`config.mk`:
```
export PLATFORM = sky130hd
export DESIGN_NAME = udie_top
export DESIGN_NICKNAME = d
export VERILOG_FILES = /design/src/rtl/udie_pkg.sv /design/src/rtl/udie_baud.sv /design/src/rtl/udie_top.sv
export SDC_FILE = /design/constraint.sdc
export NUM_CORES = 1
export LEC_CHECK = 0
export ABC_AREA = 1
export BUFFER_PORTS_ARGS = -buffer_cell sky130_fd_sc_hd__buf_2
export CELL_PAD_IN_SITES_DETAIL_PLACEMENT = 1
export CELL_PAD_IN_SITES_GLOBAL_PLACEMENT = 2
export CORE_MARGIN = 1
export CORE_UTILIZATION = 30
export CTS_BUF_LIST = sky130_fd_sc_hd__clkbuf_16
export CTS_CLUSTER_SIZE = 24
export DETAILED_ROUTE_END_ITERATION = 16
export HOLD_SLACK_MARGIN = 0.05
export PLACE_DENSITY_LB_ADDON = 0.15
export REMOVE_ABC_BUFFERS = 1
export SETUP_SLACK_MARGIN = 0.3
export SLEW_MARGIN = 15
export SYNTH_ARGS = -nofsm -noshare
export SYNTH_HDL_FRONTEND = slang
export SYNTH_SLANG_ARGS = --single-unit
```
`constraint.sdc`:
```
create_clock -name CLK -period 3.2 [get_ports CLK]
set_clock_uncertainty 0.15 [all_clocks]
set_input_delay 0.48 -clock CLK [delete_from_list [all_inputs] [get_ports CLK]]
set_output_delay 0.48 -clock CLK [all_outputs]
set_load 0.1 [all_outputs]
```
`src/rtl/udie_pkg.sv`:
```
// constants for the serial port data, divisor and interrupt enable slice
// assumes a 32-bit register port with separate read and write strobes
package udie_pkg;
  localparam logic [3:0]  UDIE_OFS_DATA = 4'h0;
  localparam logic [3:0]  UDIE_OFS_IER  = 4'h4;
  localparam logic [15:0] UDIE_DIV_RESET = 16'h0002;
  localparam int          UDIE_IER_RX_AVAILABLE_INT_ENABLE = 0;
  localparam int          UDIE_IER_TIE   = 1;
  localparam int          UDIE_IER_LINE_STATUS_INT_ENABLE  = 2;
  localparam int          UDIE_IER_MIE   = 3;
  localparam int          UDIE_IER_RX_TIMEOUT_INT_ENABLE = 4;
  localparam int          UDIE_IER_NRZ_CODING_ENABLE  = 5;
  localparam int          UDIE_IER_UUE   = 6;
  localparam int          UDIE_IER_DMA_REQUEST_ENABLE  = 7;
  localparam int          UDIE_IER_HSE   = 8;
  localparam logic [8:0]  UDIE_IER_MASK  = 9'h1ff;
  typedef enum logic [1:0] {
    UDIE_TX_IDLE = 2'b01,
    UDIE_TX_BUSY = 2'b10
  } udie_tx_state_t;
endpackage : udie_pkg

```
`src/rtl/udie_baud.sv`:
```
// baud generator: sixteen-times pulse from the divisor
// assumes divisor changes only while the line is idle
`timescale 1ns/1ns
`default_nettype none
module udie_baud
  import udie_pkg::*;
(
  input  wire logic        clk,      // clock
  input  wire logic        rst,      // async reset
  input  wire logic [15:0] divisor,  // divisor value
  output logic             tick16    // sixteen-times pulse
);
  logic [15:0] cnt_ff;
  logic [15:0] nxt_cnt;
  logic        tick_ff;
  logic        nxt_tick;
  always_comb begin
    nxt_cnt  = cnt_ff;
    nxt_tick = 1'b0;
    if (divisor == 16'h0000) begin
      nxt_cnt = 16'h0000;
    end else if (cnt_ff + 16'h0001 >= divisor) begin
      nxt_cnt  = 16'h0000;
      nxt_tick = 1'b1;
    end else begin
      nxt_cnt = cnt_ff + 16'h0001;
    end
  end
  always_ff @(posedge clk or posedge rst) begin
    if (rst) begin
      cnt_ff  <= 16'h0000;
      tick_ff <= 1'b0;
    end else begin
      cnt_ff  <= nxt_cnt;
      tick_ff <= nxt_tick;
    end
  end
  assign tick16 = tick_ff;
  a_zero_stops: assert property (@(posedge clk) disable iff (rst)
    divisor == 16'h0000 |=> !tick16) else $error("tick with zero divisor");
endmodule : udie_baud
`default_nettype wire

```
`src/rtl/udie_top.sv`:
```
// register slice: receive buffer, transmit holding, divisor, interrupt enable
// assumes synchronous byte-lane register port; receive FIFO and line status outside
`timescale 1ns/1ns
`default_nettype none
module udie_top
  import udie_pkg::*;
#(
  parameter int TX_DEPTH = 64
) (
  input  wire logic        CLK,          // clock
  input  wire logic        RST,          // async reset
  input  wire logic [3:0]  ADDR,         // byte offset
  input  wire logic        WR,           // write strobe
  input  wire logic        RD,           // read strobe
  input  wire logic [31:0] WDATA,        // write data
  output logic [31:0]      RDATA,        // read data, registered
  input  wire logic        DIV_SEL,      // divisor access select
  input  wire logic        FIFO_MODE,    // fifo enable
  input  wire logic        BUS32_MODE,   // 32-bit bus mode
  input  wire logic        RX_VALID,     // receive byte valid (front)
  input  wire logic [31:0] RX_WORD,      // receive front word
  input  wire logic        RX_FRONT_ERR, // front byte has error
  input  wire logic        RX_FIFO_ERR,  // line status bit 7
  input  wire logic        RX_TRIGGER,   // receive trigger reached
  input  wire logic        RX_TIMEOUT,   // character timeout
  input  wire logic        MODEM_EVT,    // modem status change
  output logic             RX_POP,       // receive buffer read
  output logic             RX_DATA_READY,// data ready flag
  output logic             TX_LOAD,      // shifter load pulse
  output logic [7:0]       TX_BYTE,      // byte to shifter
  input  wire logic        TX_SHIFT_EMPTY,// shifter empty
  output logic             TX_DATA_REQ,  // transmit request flag
  output logic [4:0]       INT_SRC,      // gated sources
  output logic             ERR_INT,      // error interrupt
  output logic             RX_DMA_REQ,   // receive dma request
  output logic             TX_DMA_REQ,   // transmit dma request
  output logic             UNIT_EN,      // unit enable
  output logic             NRZ_EN,       // nrz enable
  output logic             HS_EN,        // high speed enable
  output logic             BAUD_TICK     // sixteen-times pulse
);
  localparam int PW = $clog2(TX_DEPTH);
  // pointer wrap logic needs a power-of-two depth
  if (TX_DEPTH < 2 || (TX_DEPTH & (TX_DEPTH - 1)) != 0) begin : g_bad_depth
    $error("TX_DEPTH must be a power of two of at least 2");
  end
  // ****************************************
  // register file
  // ****************************************
  logic [15:0] div_ff, nxt_div;
  logic [8:0]  ier_ff, nxt_ier;
  logic [31:0] rdata_ff, nxt_rdata;
  logic        dr_ff, nxt_dr;
  logic        wr_data, wr_ier, wr_dll, wr_dlh, rd_data;
  always_comb begin
    wr_data = WR && ADDR == UDIE_OFS_DATA && !DIV_SEL;
    wr_ier  = WR && ADDR == UDIE_OFS_IER && !DIV_SEL;
    wr_dll  = WR && ADDR == UDIE_OFS_DATA && DIV_SEL;
    wr_dlh  = WR && ADDR == UDIE_OFS_IER && DIV_SEL;
    rd_data = RD && ADDR == UDIE_OFS_DATA && !DIV_SEL;
    nxt_div = div_ff;
    if (wr_dll) nxt_div[7:0] = WDATA[7:0];
    if (wr_dlh) nxt_div[15:8] = WDATA[7:0];
    nxt_ier = wr_ier ? (WDATA[8:0] & UDIE_IER_MASK) : ier_ff;
    nxt_rdata = rdata_ff;
    if (RD) begin
      nxt_rdata = 32'h0000_0000;
      case (ADDR)
        UDIE_OFS_DATA: begin
          if (DIV_SEL) nxt_rdata[7:0] = div_ff[7:0];
          else if (BUS32_MODE) nxt_rdata = RX_WORD;
          else nxt_rdata[7:0] = RX_WORD[7:0];
        end
        UDIE_OFS_IER: begin
          if (DIV_SEL) nxt_rdata[7:0] = div_ff[15:8];
          else nxt_rdata[8:0] = ier_ff;
        end
        default: nxt_rdata = 32'h0000_0000;
      endcase
    end
    // in non-fifo mode the read clear wins over a new byte arriving while the flag is set; in fifo mode the flag follows RX_VALID
    nxt_dr = FIFO_MODE ? RX_VALID : ((dr_ff && !rd_data) || (RX_VALID && !dr_ff));
  end
  always_ff @(posedge CLK or posedge RST) begin
    if (RST) begin
      div_ff   <= UDIE_DIV_RESET;
      ier_ff   <= 9'h000;
      rdata_ff <= 32'h0000_0000;
      dr_ff    <= 1'b0;
    end else begin
      div_ff   <= nxt_div;
      ier_ff   <= nxt_ier;
      rdata_ff <= nxt_rdata;
      dr_ff    <= nxt_dr;
    end
  end
  assign RDATA         = rdata_ff;
  assign RX_POP        = rd_data && (FIFO_MODE ? RX_VALID : dr_ff);
  assign RX_DATA_READY = dr_ff;
  assign UNIT_EN       = ier_ff[UDIE_IER_UUE];
  assign NRZ_EN        = ier_ff[UDIE_IER_NRZ_CODING_ENABLE];
  assign HS_EN         = ier_ff[UDIE_IER_HSE];
  // ****************************************
  // transmit holding and fifo
  // ****************************************
  logic [7:0]     mem_ff [TX_DEPTH];
  logic [7:0]     nxt_wbyte;
  logic [PW:0]    wp_ff, nxt_wp, rp_ff, nxt_rp;
  logic [7:0]     txb_ff, nxt_txb;
  logic           load_ff, nxt_load;
  udie_tx_state_t st_ff, nxt_st;
  logic           empty, full, reqf;
  always_comb begin
    empty     = wp_ff == rp_ff;
    full      = (wp_ff[PW-1:0] == rp_ff[PW-1:0]) && (wp_ff[PW] != rp_ff[PW]);
    nxt_wp    = wp_ff;
    nxt_rp    = rp_ff;
    nxt_txb   = txb_ff;
    nxt_load  = 1'b0;
    nxt_st    = st_ff;
    nxt_wbyte = WDATA[7:0];
    // non-fifo mode uses one slot as the holding byte
    if (wr_data && !full && (FIFO_MODE || empty)) nxt_wp = wp_ff + 1'b1;
    case (st_ff)
      UDIE_TX_IDLE: begin
        if (!empty && TX_SHIFT_EMPTY) begin
          nxt_txb  = mem_ff[rp_ff[PW-1:0]];
          nxt_rp   = rp_ff + 1'b1;
          nxt_load = 1'b1;
          nxt_st   = UDIE_TX_BUSY;
        end
      end
      UDIE_TX_BUSY: nxt_st = UDIE_TX_IDLE;
      default: nxt_st = UDIE_TX_IDLE;
    endcase
  end
  always_ff @(posedge CLK) begin
    if (nxt_wp != wp_ff) mem_ff[wp_ff[PW-1:0]] <= nxt_wbyte;
  end
  always_ff @(posedge CLK or posedge RST) begin
    if (RST) begin
      wp_ff   <= '0;
      rp_ff   <= '0;
      txb_ff  <= 8'h00;
      load_ff <= 1'b0;
      st_ff   <= UDIE_TX_IDLE;
    end else begin
      wp_ff   <= nxt_wp;
      rp_ff   <= nxt_rp;
      txb_ff  <= nxt_txb;
      load_ff <= nxt_load;
      st_ff   <= nxt_st;
    end
  end
  assign reqf        = FIFO_MODE ? ((wp_ff - rp_ff) <= (PW + 1)'(TX_DEPTH / 2)) : empty;
  assign TX_DATA_REQ = reqf;
  assign TX_LOAD     = load_ff;
  assign TX_BYTE     = txb_ff;
  // ****************************************
  // interrupt gating and dma
  // ****************************************
  logic dma_request_enable;
  assign dma_request_enable = ier_ff[UDIE_IER_DMA_REQUEST_ENABLE];
  assign INT_SRC[0] = ier_ff[UDIE_IER_LINE_STATUS_INT_ENABLE] && RX_FRONT_ERR;
  assign INT_SRC[1] = ier_ff[UDIE_IER_RX_AVAILABLE_INT_ENABLE] && RX_TRIGGER;
  assign INT_SRC[2] = ier_ff[UDIE_IER_RX_TIMEOUT_INT_ENABLE] && RX_TIMEOUT;
  assign INT_SRC[3] = ier_ff[UDIE_IER_TIE] && reqf;
  assign INT_SRC[4] = ier_ff[UDIE_IER_MIE] && MODEM_EVT;
  assign ERR_INT    = dma_request_enable && RX_FIFO_ERR;
  // request returns by itself once the error flag drops with the last errored read
  assign RX_DMA_REQ = dma_request_enable && RX_TRIGGER && !RX_FIFO_ERR;
  assign TX_DMA_REQ = dma_request_enable && reqf;
  // ****************************************
  // baud generator
  // ****************************************
  udie_baud u_baud (
    .clk     (CLK),
    .rst     (RST),
    .divisor (div_ff),
    .tick16  (BAUD_TICK)
  );
  // ****************************************
  // checks
  // ****************************************
  a_err_masked: assert property (@(posedge CLK) disable iff (RST)
    ERR_INT |-> dma_request_enable && RX_FIFO_ERR) else $error("error int without dma");
  a_err_unmask: assert property (@(posedge CLK) disable iff (RST)
    dma_request_enable && RX_FIFO_ERR |-> ERR_INT && !RX_DMA_REQ) else $error("error not raised");
  a_tx_load: assert property (@(posedge CLK) disable iff (RST)
    st_ff == UDIE_TX_IDLE && !empty && TX_SHIFT_EMPTY |=> TX_LOAD) else $error("no load");
  a_ier_write: assert property (@(posedge CLK) disable iff (RST)
    wr_ier |=> ier_ff == $past(WDATA[8:0])) else $error("enable not stored");
  a_div_gated: assert property (@(posedge CLK) disable iff (RST)
    WR && !DIV_SEL |=> $stable(div_ff)) else $error("divisor written without select");
  a_dr_clear: assert property (@(posedge CLK) disable iff (RST)
    !FIFO_MODE && rd_data && dr_ff && !RX_VALID |=> !dr_ff) else $error("dr kept");
  a_rx_narrow: assert property (@(posedge CLK) disable iff (RST)
    rd_data && !BUS32_MODE |=> RDATA[31:8] == 24'h000000) else $error("upper bytes set");
  a_rls_front: assert property (@(posedge CLK) disable iff (RST)
    INT_SRC[0] |-> RX_FRONT_ERR) else $error("rls early");
  c_tx_load: cover property (@(posedge CLK) TX_LOAD);
  c_err_int: cover property (@(posedge CLK) ERR_INT);
  c_rx_read: cover property (@(posedge CLK) RX_POP);
endmodule : udie_top
`default_nettype wire

```
### Word level (Yosys, flattened, before mapping)

Memory sizes are Yosys's and may differ from the RTL's. A register that Yosys moved wholly into a read port is not among the register bits.
Index checks and enable logic that the tools add are counted.

| operators by class | value |
|---|---|
| muxes and demuxes | 21 |
| $lt $le $gt $ge | 2 |
| reduce and logical (&&, ||, !) cells | 35 |
| add/sub/neg operators | 4 |
| eq/ne operators | 7 |

Operators with widths:

| cell | number |
|---|---|
| $mux 24 | 2 |
| $mux 16 | 2 |
| $logic_and 1x1->1 | 24 |
| $mux 23 | 1 |
| $pmux 9 s2 | 1 |
| $add 16x1->16 const B | 1 |
| $ge 16x16->1 | 1 |
| $logic_not 16->1 | 1 |
| $mux 8 | 2 |
| $add 7x1->7 const B | 2 |
| $mux 1 | 10 |
| $eq 7x7->1 | 1 |
| $le 7x6->1 const B | 1 |
| $mux 7 | 1 |
| $ne 7x7->1 | 1 |
| $sub 7x7->7 | 1 |
| $eq 6x6->1 | 1 |
| $logic_not 1->1 | 6 |
| $eq 4x3->1 const B | 1 |
| $logic_not 4->1 | 1 |
| $mux 2 | 2 |
| $eq 2x1->1 const B | 1 |
| $logic_or 1x1->1 | 2 |
| $ne 2x2->1 const B | 1 |
| other kinds (2) | 2 |

| storage, ports and cells | value |
|---|---|
| memories kept | 1 |
| word-level logic and storage cells | 81 |
| output and inout bits | 56 |
| register bits | 92 |
| input bits | 82 |
| RAM bits | 512 |

Memory list:

| memory | words | width | read ports | clocked after memory_dff | wr ports | RTL line | text |
|---|---|---|---|---|---|---|---|
| mem_ff | 64 | 8 | 1 | 1 | 1 | udie_top.sv:106 | `logic [7:0] mem_ff [TX_DEPTH];` |

### Depth between registers and ports, before layout

| depth | value |
|---|---|
| depth after elaboration | 9 |
| mapped depth | 16 |
| depth with buffers taken out | 15 |

### By module

From an unflattened synthesis, not the netlist that was laid out.

| second synthesis, totals | value |
|---|---|
| cell total of the unflattened synthesis | 2672 |
| area, all modules | 27030.9 sq um |

Modules (own cells, without submodules):

| module | instances | seq. area each (sq um) | area an instance (sq um) | cells an instance |
|---|---|---|---|---|
| udie_top | 1 | 17454.2 | 25579.5 | 2468 |
| udie_baud | 1 | 425.4 | 1451.4 | 204 |

### Worst setup path before layout

No wires, ideal clock.

| path | value |
|---|---|
| path kind | register to output |
| start point | register rp_ff[2] |
| end point | output port INT_SRC[3] |
| buffers on the path | 2 |
| cell stages (with the launch flop) | 17 |
| required time | 2570 ps |
| slack | -546 ps |
| data arrival time | 3116 ps |
| cells stage by stage | dfrtp_1 -> buf_2 -> clkinv_1 -> buf_1 -> ha_1 -> nand2_1 -> nor2_1 -> nor2_1 -> nand2_1 -> nand2_1 -> nor2_1 -> nand2_1 -> nand2_1 -> nand2_1 -> nand2_1 -> nand2_1 -> nor2_1 |

| on the way | value |
|---|---|
| longest elaborated chain between the ends | 4 |
| elaborated cells between the ends (all ways) | 5 |
| classes of those cells | add/sub (1); order compare (1); eq/ne (1); mux (1); reduce/logical (1) |

Ends and longest elaborated chain:

| element | RTL line | text |
|---|---|---|
| start, declared | udie_top.sv:108 | `logic [PW:0] wp_ff, nxt_wp, rp_ff, nxt_rp;` |
| start signal, assigned | udie_top.sv:149 | `rp_ff <= nxt_rp;` |
| $sub 7x7->7 | udie_top.sv:155 | `assign reqf = FIFO_MODE ? ((wp_ff - rp_ff) <= (PW + 1)'(TX_DEPTH / 2)) : empty;` |
| $le 7x6->1 | udie_top.sv:155 |  |
| $mux 1 * | udie_top.sv:155 |  |
| $logic_and 1x1->1 * | udie_top.sv:167 | `assign INT_SRC[3] = ier_ff[UDIE_IER_TIE] && reqf;` |
| end, declared | udie_top.sv:33 | `output logic [4:0] INT_SRC,` |

Mark *: on every way between the ends. The rest lies on a longest branch, timed or not.

### Final worst setup path

| path | value |
|---|---|
| start point | register rp_ff[0] |
| end point | output port TX_DMA_REQ |

| on the way | value |
|---|---|
| longest elaborated chain between the ends | 4 |
| elaborated cells between the ends (all ways) | 5 |
| classes of those cells | add/sub (1); order compare (1); eq/ne (1); mux (1); reduce/logical (1) |

Ends and longest elaborated chain:

| element | RTL line | text |
|---|---|---|
| $sub 7x7->7 | udie_top.sv:155 |  |
| $le 7x6->1 | udie_top.sv:155 |  |
| $mux 1 * | udie_top.sv:155 |  |
| $logic_and 1x1->1 * | udie_top.sv:172 | `assign TX_DMA_REQ = dma_request_enable && reqf;` |
| end, declared | udie_top.sv:36 | `output logic TX_DMA_REQ,` |

Marks and branches as above.

==> impl_metrics.csv <==
group,metric,value,unit
finish,n_antenna_cell,0,
worst_setup_path,cp.buffers_inverters,1,
finish,final_area,0.0331,mm^2
placed_design,dp_slack,0.168,ns
finish,mostFrequentLayoutCell,"nand2_1",
clock_network,cts_sinks,612,
timing,setup_violations,3,
placed_design,placedCellCount,4080,
routing,first_iter_violations,1060,
timing,timing.final.ws_setup,-0.154,ns
timing,max_freq,298,MHz
timing,tightest_slew,0.912,ns
min_path,hold_end,"RDATA[2]$_DFFE_PP0P_",
grt,grt_max_degree,149,
worst_setup_path,crit_path_top_delay_cell,"fa_2",
finish,nFillCells,10000,
grt,grt_overflow,0,
routing,via_count,19800,
run,cap_violations,0,
worst_setup_path,r2r_end,"mem_ff[63][1]$_DFFE_PP_",
worst_setup_path,critPathLaunchType,"register",
timing,final_hold_viol_count,0,
placed_design,dp_hpwl,52600,um
worst_setup_path,timing.critical_path.max_delay_family,"simple AND/OR/NAND/NOR gates",
timing,setup-tns-final,-0.391,ns
floorplanning,coreArea,0.0899,mm^2
finish,area_growth,21.6,%
timing,fin_crit,3.35,ns
power,ir_worst_vdd,0.668,mV
synth,synth_top_area_cell,"edfxtp_1",
floorplanning,io_pins,138,
min_path,hold_depth,5,
synth,yosys-top-cells-area,"edfxtp_1 (57%), nand2_1 (12%), dfrtp_1 (9.0%)",
routing,viasPerCell,4.64,
clock_network,cts_tree,"built",
worst_setup_path,r2r_slack,0.36,ns
worst_setup_path,crit_type,"reg2out",
min_path,hp-start,"RX_WORD[2]",
clock_network,cts_buffer_depth,3,
routing,drc_errors,0,
synth,synth_cells,2779,
outcome,outcome,"complete, but fails checks",
floorplanning,fp-row-count,110,
routing,antenna_left,0,
synth,netlist.area_leader.share,56.5,%
power,p_leak,14.1,nW
floorplanning,die_area,0.0919,mm^2
clock_network,h-tree-depth,3,
grt,grt_pass1_wl,130000,um
finish,layout_common_cells,"nand2_1 (886), edfxtp_1 (512), inv_1 (352)",
synth,syn_area_per_cell,9.79,um^2
grt,grt_usage,18.9,%
routing,wirelength,85700,um
floorplanning,dieWidth,303,um
worst_setup_path,cpMostUsedCell,"nand2_1",
timing,timing.final.crit_share,105,%
floorplanning,fp.dieH,303,um
worst_setup_path,cp-end-kind,"output port",
worst_setup_path,arrival,2.72,ns
timing,maxSlewViolCount,0,
clock_network,cts_root_buf,"clkbuf_16",
power,p_per_area,806,mW/mm^2
grt,antenna_found_initial,0,
outcome,violations,"negative setup slack",
synth,yosysUniqueCellTypes,39,
clock_network,clkTransAtPathRegs,0.05,ns
worst_setup_path,r2r_start,"wp_ff[1]$_DFF_PP0_",
worst_setup_path,critical_path.max_fanout,3,
routing,wl_per_cell,20.1,um
placed_design,place.gp.congestion,0.757,
finish,final_cells,4255,
worst_setup_path,crit_chain,"ha_4 > fa_2 > nand3_2 > nor2_2 > nand2_1 > nor2_2 > nand2_1 > nand2_1 > nand2_1 > nand2_2 > nand2_4 > nor2_4 > buf_12",
clock_network,cts_made_buffers,76,
worst_setup_path,r2r_cells,13,
synth,ys_warn_count,0,
placed_design,numPortBuffers,114,
placed_design,dpl_cell_area,0.0299,mm^2
synth,yosysSeqAreaShare,65.7,%
routing,dr.pass1.iters,5,
clock_network,clock_latency,0.61,ns
min_path,hold_class,"in2reg",
synth,ys_ff_latch,612,
floorplanning,initial_core_util,30.3,%
finish,drive_gt1_share,13.9,%
worst_setup_path,critPathMaxStageDelay,0.52,ns
finish,final_nets,3127,
timing,relSlewSlack,39.2,%
synth,syn_area,0.0272,mm^2
worst_setup_path,required,2.57,ns
grt,grt_pass1_vias,20800,
timing,rsz0062_at_grt,"true",
[per-layer routing]
metal	wire (um)	GRT usage (%)
met3	3350	3.17
met5	0	0
met2	40500	31.3
met4	1470	4.30
met1	40300	25.9
[cells in the mapped netlist]
cell and number:
dfrtp_1 98, nand3b_1 1, buf_6 1, o211ai_1 1, o21ai_0 104, nor2_1 288, nor2_2 3, ha_1 25
nand3_1 274, a31oi_1 1, xor2_1 20, edfxtp_1 512, buf_4 18, and3b_1 1, and2_1 1, fa_1 1
a21o_1 1, buf_1 8, dfstp_2 2, nand4_1 6, a21oi_1 36, inv_1 336, or2_2 1, nor3_1 6
inv_4 1, a21boi_1 1, o31ai_1 1, mux2_2 2, nand2_1 891, buf_2 61, nand2_2 1, nor2_4 2
nand3_2 3, nor4_1 5, xnor2_1 4, inv_2 2, clkbuf_1 35, clkinv_1 3, o21ai_1 22
[tightest hold or removal path: stages]
cell	delay, ns
buf_2	0.10
nand2_1	0.05
o21ai_0	0.07
nand2_1	0.06
a21oi_1	0.06
[flip-flops by register name (all words and copies together), names as in the netlist]
signal         count
ier_ff             9
TX_LOAD            1
div_ff            16
mem_ff           512
u_baud.cnt_ff     16
rp_ff              7
RX_DATA_READY      1
st_ff              2
u_baud.tick16      1
TX_BYTE            8
RDATA             32
wp_ff              7
[worst max path at each step]
stage                                          start                          end  slack [ns]  cells past startpoint
after global placement          rp_ff[0]$_DFFE_PP0P_                   TX_DMA_REQ        0.22                     14
after detailed placement  u_baud.cnt_ff[0]$_DFF_PP0_  u_baud.cnt_ff[11]$_DFF_PP0_        0.17                     15
after CTS                       rp_ff[0]$_DFFE_PP0P_                   TX_DMA_REQ       -0.25                     13
after global routing            rp_ff[0]$_DFFE_PP0P_                   INT_SRC[3]       -0.34                     13
final                           rp_ff[0]$_DFFE_PP0P_                   TX_DMA_REQ       -0.15                     13
after floorplan                 rp_ff[0]$_DFFE_PP0P_       TX_BYTE[1]$_DFFE_PP0P_       -4.76                     11
[through the flow]
stage	utilization, %	total power [W]	hold WS (ns)
4_1_cts	36.3	0.0271	0.0569
3_5_place_dp	33.2	0.0185	0.327
5_1_grt	36.8	0.0283	0.0900
6_report	36.8	0.0267	0.0973
2_1_floorplan	-	0.0145	0.303
3_3_place_gp	33.2	0.0184	0.313
[power by group]
group	leakage (nW)	switching, W	internal (W)	total [W]
registers	5.88	0.000238	0.00888	0.00912
clock network	1.23	0.00339	0.00484	0.00824
logic	7.03	0.00668	0.00262	0.00930
[cells by family after synthesis]
logic type / share of synthesized area (%)
and+or+nand+nor: 22.1
DFF: 65.7
buffers and inverters: 6.98
AOI/OAI and AO/OA: 3.11
adders and majority gates: 1.22
xor gates and xnor gates: 0.773
muxes: 0.0828
[what timing repair did]
action | CTS | global route
hold buffers | 28 | 0
gates cloned | 1 | 2
gates resized for setup | 26 | 99
buffers inserted | 0 | 6
pin swaps | 3 | 12
endpoints found under the setup margin | 31 | 535
hold endpoints to repair | 74 | 0
[final cells by class]
cell class / instances / area (um^2) / area share [%]
Clock buffer: 79 / 1980 / 5.98
Clock inverter: 59 / 382 / 1.15
Inverter: 342 / 1320 / 3.98
Multi-Input combinational cell: 1702 / 7630 / 23.1
Sequential cell: 612 / 17900 / 54.1
Tap cell: 1176 / 1470 / 4.45
Timing Repair Buffer: 285 / 2400 / 7.26
(Power assumes the default switching activity.)
